### config.mk
export PLATFORM = sky130hd
export DESIGN_NAME = port_four
export DESIGN_NICKNAME = d
export VERILOG_FILES = /design/src/logic/port_four_pkg.sv /design/src/logic/pin_sync_if.sv /design/src/logic/pin_sync.sv /design/src/logic/port_four.sv
export SDC_FILE = /design/constraint.sdc
export NUM_CORES = 1
export LEC_CHECK = 0
export ABC_AREA = 1
export ABC_CLOCK_PERIOD_IN_PS = 1190
export BUFFER_PORTS_ARGS = -buffer_cell sky130_fd_sc_hd__buf_4
export CAP_MARGIN = 30
export CORE_MARGIN = 5
export CORE_UTILIZATION = 40
export DETAILED_ROUTE_END_ITERATION = 7
export PLACE_DENSITY = 0.79
export SETUP_SLACK_MARGIN = 0.2
export SYNTH_ARGS = -nofsm -noshare
export SYNTH_HDL_FRONTEND = slang
export SYNTH_HIERARCHICAL = 1
export SYNTH_SLANG_ARGS = --single-unit
export TNS_END_PERCENT = 5
### constraint.sdc
create_clock -name clk_sys -period 1.19 [get_ports clk_sys]
set_input_delay 0.119 -clock clk_sys [delete_from_list [all_inputs] [get_ports clk_sys]]
set_output_delay 0.119 -clock clk_sys [all_outputs]
set_load 0.02 [all_outputs]
### src/logic/port_four_pkg.sv
// Package: register map, field layout and reset values of the four-pin port
package port_four_pkg;
    // ========================================
    // Register indices (byte address = index * 4)
    localparam logic [15:0] IDX_PORT_FOUR_DATA = 16'hffd7;
    localparam logic [15:0] IDX_PORT_FOUR_DIRECTION = 16'hffe7;
    localparam logic [15:0] IDX_PIN_MODE_SELECT = 16'hfff0;
    localparam logic [15:0] IDX_POWER_MODE = 16'hfff1;
    localparam int IDX_LSB = 2;
    localparam int IDX_MSB = 17;

    // ========================================
    // Reset values and fixed read values
    localparam logic [7:0] RST_PORT_FOUR_DATA = 8'hf8;
    localparam logic [7:0] RST_PORT_FOUR_DIRECTION = 8'hf8;
    localparam logic [7:0] RST_PIN_MODE_SELECT = 8'h00;
    localparam logic [7:0] DIRECTION_READ_VALUE = 8'hff;
    localparam logic [3:0] DATA_UPPER_READ = 4'hf;

    // ========================================
    // Pin mode select fields
    localparam int FLD_IRQ_PIN_SELECT = 0;
    localparam int FLD_TRANSMITTER_ENABLE = 1;
    localparam int FLD_RECEIVER_ENABLE = 2;
    localparam int FLD_TRANSMIT_PIN_ENABLE = 3;
    localparam int FLD_CLOCK_ENABLE_ZERO = 4;
    localparam int FLD_CLOCK_ENABLE_ONE = 5;
    localparam int FLD_SYNC_MODE_SELECT = 6;
    localparam int MODE_SELECT_WIDTH = 7;

    // ========================================
    // Pin positions
    localparam int PIN_CLOCK = 0;
    localparam int PIN_RX = 1;
    localparam int PIN_TX = 2;
    localparam int PIN_IRQ = 3;
    localparam int GPIO_PINS = 3;
    localparam int ALL_PINS = 4;

    // ========================================
    // Operating modes
    typedef enum logic [2:0] {
        PM_ACTIVE,
        PM_SUBACTIVE,
        PM_SLEEP,
        PM_SUBSLEEP,
        PM_WATCH,
        PM_STANDBY
    } power_mode_t;
    localparam logic [2:0] RST_POWER_MODE = 3'h0;
endpackage

### src/logic/pin_sync_if.sv
// Interface: raw pin levels in, synchronised pin levels out
`timescale 1ns/1ps
`default_nettype none
interface pin_sync_if #(parameter int WIDTH = 4);
    logic [WIDTH-1:0] raw;
    logic [WIDTH-1:0] synced;
    modport sync_side (input raw, output synced);
    modport user_side (output raw, input synced);
endinterface
`default_nettype wire

### src/logic/pin_sync.sv
// Two-flop synchroniser for the pin inputs
`timescale 1ns/1ps
`default_nettype none
module pin_sync #(
    parameter int WIDTH = 4
) (
    input wire logic clk_sys, // System clock
    input wire logic reset, // Async reset, active high
    pin_sync_if.sync_side sio // Raw and synchronised levels
);
    generate
        if (WIDTH < 1) begin : g_bad_width
            $error("pin_sync width must be at least one");
        end
    endgenerate

    logic [WIDTH-1:0] meta_ff;
    logic [WIDTH-1:0] sync_ff;

    always_ff @(posedge clk_sys or posedge reset) begin
        if (reset) begin
            meta_ff <= '0;
            sync_ff <= '0;
        end else begin
            meta_ff <= sio.raw;
            sync_ff <= meta_ff;
        end
    end

    assign sio.synced = sync_ff;
endmodule
`default_nettype wire

### src/logic/port_four.sv
// Four-pin port with serial and interrupt multiplexing, Wishbone register slave
//
// Functional notes
// [RULE_01] Pins 2..0 are bidirectional, pin 3 is input only.
// [RULE_02] Data register resets to f8; bits 7..4 read one, bit 3 read-only.
// [RULE_03] Output-direction bits read stored data; input-direction bits read the pin.
// [RULE_04] Direction bit one makes the pin an output, zero an input.
// [RULE_05] Direction register is write-only and always reads all ones.
// [RULE_06] Direction register resets to f8, making pins 2..0 inputs.
// [RULE_07] Data and direction act only while the pin is general-purpose.
// [RULE_08] Pin 3 is plain input, or interrupt request when select bit set.
// [RULE_09] Pin 2 drives transmit data when pin-enable and transmitter-enable both set.
// [RULE_10] Pin 1 is receive input when receiver enable is set.
// [RULE_11] Pin 0: clock in if enable one, clock out if enable zero or sync.
// [RULE_12] Pins float in reset and standby, hold in sleep modes, else work; the code works them only in active and subactive, and holds them in watch.
// [RULE_13] Writes to upper and input-only data bits are ignored.
`timescale 1ns/1ps
`default_nettype none
module port_four
    import port_four_pkg::*;
(
    input wire logic clk_sys, // System clock, 125 MHz
    input wire logic reset, // Async reset, active high
    input wire logic wb_cyc_i, // Wishbone cycle
    input wire logic wb_stb_i, // Wishbone strobe
    input wire logic wb_we_i, // Wishbone write enable
    input wire logic [31:0] wb_adr_i, // Wishbone byte address
    input wire logic [3:0] wb_sel_i, // Wishbone byte selects
    input wire logic [31:0] wb_dat_i, // Wishbone write data
    output logic [31:0] wb_dat_o, // Wishbone read data
    output logic wb_ack_o, // Wishbone acknowledge
    input wire logic [3:0] pin_in, // Pin levels from pads
    output logic [2:0] pin_out, // Pin drive levels
    output logic [2:0] pin_oe_n, // Pin output enables, low drives
    input wire logic serial_tx_out, // Transmit data from serial channel
    input wire logic serial_clock_out, // Clock from serial channel
    output logic serial_rx_in, // Receive data to serial channel
    output logic serial_clock_pin, // Clock from pin to serial channel
    output logic irq_req_n // Interrupt request level, low active
);
    // ========================================
    // Pin synchroniser
    pin_sync_if #(.WIDTH(ALL_PINS)) sio ();
    assign sio.raw = pin_in;

    pin_sync #(.WIDTH(ALL_PINS)) u_sync (
        .clk_sys(clk_sys),
        .reset(reset),
        .sio(sio)
    );

    wire logic [3:0] pin_lvl = sio.synced;

    // ========================================
    // Register decode
    function automatic logic reg_hit(input logic [31:0] adr, input logic [15:0] idx);
        reg_hit = (adr[IDX_MSB:IDX_LSB] == idx) && (adr[31:IDX_MSB+1] == '0);
    endfunction

    wire logic req = wb_cyc_i && wb_stb_i && !wb_ack_o;
    wire logic wr_en = req && wb_we_i && wb_sel_i[0];
    wire logic hit_data = reg_hit(wb_adr_i, IDX_PORT_FOUR_DATA);
    wire logic hit_dir = reg_hit(wb_adr_i, IDX_PORT_FOUR_DIRECTION);
    wire logic hit_mode = reg_hit(wb_adr_i, IDX_PIN_MODE_SELECT);
    wire logic hit_pm = reg_hit(wb_adr_i, IDX_POWER_MODE);

    // ========================================
    // Registers
    logic [2:0] data_ff;
    logic [2:0] dir_ff;
    logic [MODE_SELECT_WIDTH-1:0] mode_ff;
    logic [2:0] pm_ff;
    logic ack_ff;
    logic [7:0] rd_ff;

    always_ff @(posedge clk_sys or posedge reset) begin
        if (reset) begin
            data_ff <= RST_PORT_FOUR_DATA[2:0]; // [RULE_02]
            dir_ff <= RST_PORT_FOUR_DIRECTION[2:0]; // [RULE_06]
            mode_ff <= RST_PIN_MODE_SELECT[MODE_SELECT_WIDTH-1:0];
            pm_ff <= RST_POWER_MODE;
        end else if (wr_en) begin
            // Data and direction store only bits 2..0; upper and pin-3 bits are dropped
            if (hit_data) begin
                data_ff <= wb_dat_i[2:0]; // [RULE_13]
            end
            if (hit_dir) begin
                dir_ff <= wb_dat_i[2:0]; // [RULE_04]
            end
            if (hit_mode) begin
                mode_ff <= wb_dat_i[MODE_SELECT_WIDTH-1:0];
            end
            if (hit_pm) begin
                pm_ff <= wb_dat_i[2:0];
            end
        end
    end

    // ========================================
    // Mode decode
    wire logic irq_sel = mode_ff[FLD_IRQ_PIN_SELECT];
    wire logic te = mode_ff[FLD_TRANSMITTER_ENABLE];
    wire logic re = mode_ff[FLD_RECEIVER_ENABLE];
    wire logic tpe = mode_ff[FLD_TRANSMIT_PIN_ENABLE];
    wire logic clock_enable_bit_zero = mode_ff[FLD_CLOCK_ENABLE_ZERO];
    wire logic clock_enable_bit_one = mode_ff[FLD_CLOCK_ENABLE_ONE];
    wire logic sync_sel = mode_ff[FLD_SYNC_MODE_SELECT];

    wire logic tx_sel = tpe && te; // [RULE_09]
    wire logic clk_in_sel = clock_enable_bit_one; // [RULE_11]
    wire logic clk_out_sel = !clock_enable_bit_one && (clock_enable_bit_zero || sync_sel); // [RULE_11]

    // Pins still under data and direction control
    wire logic [2:0] gpio_sel = {!tx_sel, !re, !(clk_in_sel || clk_out_sel)}; // [RULE_07]
    wire logic [2:0] dir_eff = dir_ff & gpio_sel; // [RULE_07]

    wire power_mode_t pm = power_mode_t'(pm_ff);
    wire logic pm_run = (pm == PM_ACTIVE) || (pm == PM_SUBACTIVE);
    wire logic pm_float = (pm == PM_STANDBY);

    // ========================================
    // Pin drive
    logic [2:0] nxt_drive;
    logic [2:0] nxt_level;

    always_comb begin
        nxt_drive = dir_eff; // [RULE_04]
        nxt_level = data_ff;
        if (tx_sel) begin
            nxt_drive[PIN_TX] = 1'b1; // [RULE_09]
            nxt_level[PIN_TX] = serial_tx_out;
        end
        if (clk_out_sel) begin
            nxt_drive[PIN_CLOCK] = 1'b1; // [RULE_11]
            nxt_level[PIN_CLOCK] = serial_clock_out;
        end
    end

    logic [2:0] pin_out_ff;
    logic [2:0] pin_oe_n_ff;

    always_ff @(posedge clk_sys or posedge reset) begin
        if (reset) begin
            pin_out_ff <= '0;
            pin_oe_n_ff <= '1; // [RULE_12]
        end else if (pm_float) begin
            pin_oe_n_ff <= '1; // [RULE_12]
        end else if (pm_run) begin
            pin_out_ff <= nxt_level;
            pin_oe_n_ff <= ~nxt_drive; // [RULE_01]
        end
    end

    assign pin_out = pin_out_ff;
    assign pin_oe_n = pin_oe_n_ff;

    // ========================================
    // Serial and interrupt routing
    assign serial_rx_in = re ? pin_lvl[PIN_RX] : 1'b1; // [RULE_10]
    assign serial_clock_pin = clk_in_sel ? pin_lvl[PIN_CLOCK] : 1'b0; // [RULE_11]
    assign irq_req_n = irq_sel ? pin_lvl[PIN_IRQ] : 1'b1; // [RULE_08]

    // ========================================
    // Read path
    wire logic [2:0] gpio_rd;

    genvar gi;
    generate
        for (gi = 0; gi < GPIO_PINS; gi++) begin : g_rd
            assign gpio_rd[gi] = dir_eff[gi] ? data_ff[gi] : pin_lvl[gi]; // [RULE_03]
        end
    endgenerate

    wire logic [7:0] data_rd = {DATA_UPPER_READ, pin_lvl[PIN_IRQ], gpio_rd}; // [RULE_02]

    logic [7:0] nxt_rd;

    always_comb begin
        nxt_rd = 8'h00;
        if (hit_data) begin
            nxt_rd = data_rd;
        end else if (hit_dir) begin
            nxt_rd = DIRECTION_READ_VALUE; // [RULE_05]
        end else if (hit_mode) begin
            nxt_rd = {1'b0, mode_ff};
        end else if (hit_pm) begin
            nxt_rd = {5'h00, pm_ff};
        end
    end

    always_ff @(posedge clk_sys or posedge reset) begin
        if (reset) begin
            ack_ff <= 1'b0;
            rd_ff <= 8'h00;
        end else begin
            ack_ff <= req;
            if (req && !wb_we_i) begin
                rd_ff <= nxt_rd;
            end
        end
    end

    assign wb_ack_o = ack_ff;
    assign wb_dat_o = {24'h000000, rd_ff};
endmodule
`default_nettype wire

==> qor.yml <==
clockBufferDepth: 2
rrSetupSlack_ns: -0.08
seq_area_um2: 981
rows: 26
multi_input_area_um2: 1030
clkLatencyLatePin_ns: 0.29
startpoint_type: "flip-flop"
cap_violations: 0
slew_viol_final: 0
yosysUniqueCellTypes: 29
grt.total_usage: 0.155
pre_cts_slack_ns: -0.124
core_um2: 5140
final_antenna_net_count: 0
timing.final.crit_share: 1.06
drc: 0
p_sw_mw: 0.641
grt-ovfl-total: 0
fill_cells: 451
fmax_mhz: 790
drive_gt1_frac: 0.427
rsz0062_at_grt: "true"
min-delay-start: "wb_dat_i[5]"
hpwl_um: 3930
yosysWarnings: 6
syn_inst: 258
cts_sinks: 39
setup_slack_ns: -0.0751
hold_depth: 3
drt_wl_total_um: 5140
die_y_um: 82.9
via_count: 1909
io_buffers: 66
path_clk_slew_ns: 0.07
grt_pass1_wl_um: 8860
peakVddDrop_uv: 608
cp.arrival_ns: 1.44
violations: "negative setup slack"
yosysSeqAreaShare: 0.461
cts_buffers: 5
hold_viol: 0
swShare: 0.216
critical_path_class: "flip-flop to flip-flop"
synth_seq_cells: 39
timing.rr.end: "data_ff[2]"
final-setup-viol-count: 18
start_util: 0.413
r2r_start: "wb_ack_o"
nNetsFinal: 432
drt-initial-drc-count: 99
sequentialPowerShare: 0.455
critPathMaxFanout: 6
clock-root-buffer: "clkbuf_8"
cp.required_ns: 1.36
ios: 121
die-area_um2: 6860
crit_path_end_kind: "flip-flop"
cts_tree: "yes"
cellInternalPower_mw: 2.33
worst_r2r_path_depth: 7
routedWlPerCell_um: 12.1
grt_max_degree: 32
p_per_area_nw_per_um2: 947
min_period_ns: 1.27
die_x_um: 82.9
hp-class: "primary input to flip-flop"
syn_to_final_growth_pct: 47.7
hold_end: "mode_ff[5]"
antenna_found_initial: 0
fin_skew_ns: 0.00687
layout_common_cells: "buf_4 (64), nand2_1 (56), dfrtp_1 (35), conb_1 (24), nand3_1 (23)"
grt_pass1_vias: 1969
n_antenna_cell: 0
cts.htree.levels: 2
hold_ws_ns: 0.0677
viasPerCell: 4.50
layout_commonest_cell: "buf_4"
power_frac_clock: 0.432
synth.avg_cell_area_um2: 8.23
place_congestion: 0.836
cellLeakagePower_nw: 1.59
comb_power_share: 0.113
status: "finished, violations left"
tns_ns: -0.712
syn_area_um2: 2120
drt-pass1-iter-count: 5
worst max path at each step:
stage                 end  cells past startpoint  startpoint  slack [ns]
2_1_floorplan  mode_ff[1]                      7    wb_ack_o       -0.08
3_3_place_gp    dir_ff[1]                      7    wb_ack_o       -0.09
3_5_place_dp    dir_ff[0]                      7    wb_ack_o       -0.12
4_1_cts         dir_ff[0]                      7    wb_ack_o       -0.09
5_1_grt         dir_ff[1]                      7    wb_ack_o       -0.17
6_report       data_ff[2]                      7    wb_ack_o       -0.08
sequential cells by signal (all words and copies together), names as in the netlist:
name and count:
mode_ff 7, u_sync/sio.synced 4, pin_oe_n 3, rd_ff 8, pm 3, wb_ack_o 1
u_sync/meta_ff 4, data_ff 3, dir_ff 3, pin_out 3
logic make-up (layout without fill, tap and decap cells):
| kind of cell | Yosys count | after routing | synth area share |
|---|---|---|---|
| simple gates | 134 | 135 | 0.305 |
| other cells | 1 | 24 | 0.00177 |
| flops | 39 | 39 | 0.461 |
| compound gates | 28 | 28 | 0.0843 |
| buf+inv | 56 | 128 | 0.147 |
repair_timing:
action	CTS	global route
endpoints found under the hold margin	40	0
pin swaps	21	12
gates cloned	1	0
setup buffers	0	1
hold buffers	5	0
resized for setup	39	15
endpoints found under the setup margin	35	44
area by class of cell:
class / count / share of cell area
clock buffer: 6 / 0.0231
tap: 70 / 0.0279
clock inverter: 2 / 0.0191
multi-input combinational: 187 / 0.327
inverter: 29 / 0.0363
timing repair buffer: 91 / 0.254
sequential: 39 / 0.313
power groups by stage:
| stage | Combinational, mW | Sequential, mW | Clock (mW) |
|---|---|---|---|
| floorplan | 0.208 | 1.37 | 0 |
| global placement | 0.304 | 1.37 | 0 |
| detailed placement | 0.310 | 1.37 | 0 |
| CTS | 0.334 | 1.35 | 1.32 |
| global route | 0.371 | 1.35 | 1.37 |
| finish | 0.337 | 1.35 | 1.28 |
metal layers:
layer	global-route usage	share of wire
met1	0.182	0.40
met2	0.266	0.52
met3	0.0436	0.058
met4	0.0639	0.028
met5	0	0
worst max-delay path: stages (launching register included):
cell,delay (ns)
dfrtp_2,0.43
nor2_4,0.09
inv_2,0.06
nor2_4,0.18
buf_12,0.15
nand3_4,0.10
nand2_1,0.07
o21ai_1,0.06
per-stage QoR:
step | util | total power, mW | cell area, um2 | cells
final | 0.610 | 2.97 | 3140 | 424
after global routing | 0.610 | 3.10 | 3140 | 424
after CTS | 0.599 | 3.00 | 3080 | 423
after detailed placement | 0.538 | 1.68 | 2770 | 409
after global placement | 0.538 | 1.68 | 2770 | 409
after floorplan | - | 1.58 | 2220 | 281
cell usage after synthesis:
cell | n | area, um2
inv_1 | 27 | 101
nor2_1 | 20 | 75.1
nand3_4 | 1 | 17.5
inv_2 | 1 | 3.75
conb_1 | 1 | 3.75
buf_6 | 1 | 11.3
o21ai_0 | 4 | 20.0
nand3_2 | 4 | 40.0
clkinv_1 | 1 | 3.75
dfstp_2 | 3 | 78.8
a21oi_2 | 1 | 8.76
o21ai_1 | 10 | 50.1
nand3b_1 | 1 | 7.51
nand3_1 | 25 | 125
nand4_1 | 1 | 6.26
o22ai_1 | 2 | 12.5
o311ai_0 | 1 | 8.76
nand2_1 | 68 | 255
or2_2 | 1 | 6.26
nor2_4 | 4 | 45.0
buf_2 | 1 | 5.00
nor2_8 | 1 | 20.0
buf_4 | 25 | 188
nor2_2 | 7 | 43.8
dfrtp_1 | 36 | 901
a21oi_1 | 2 | 10.0
o211ai_1 | 1 | 7.51
o21ai_2 | 7 | 61.3
nand2_2 | 1 | 6.26
(Power assumes the default switching activity.)
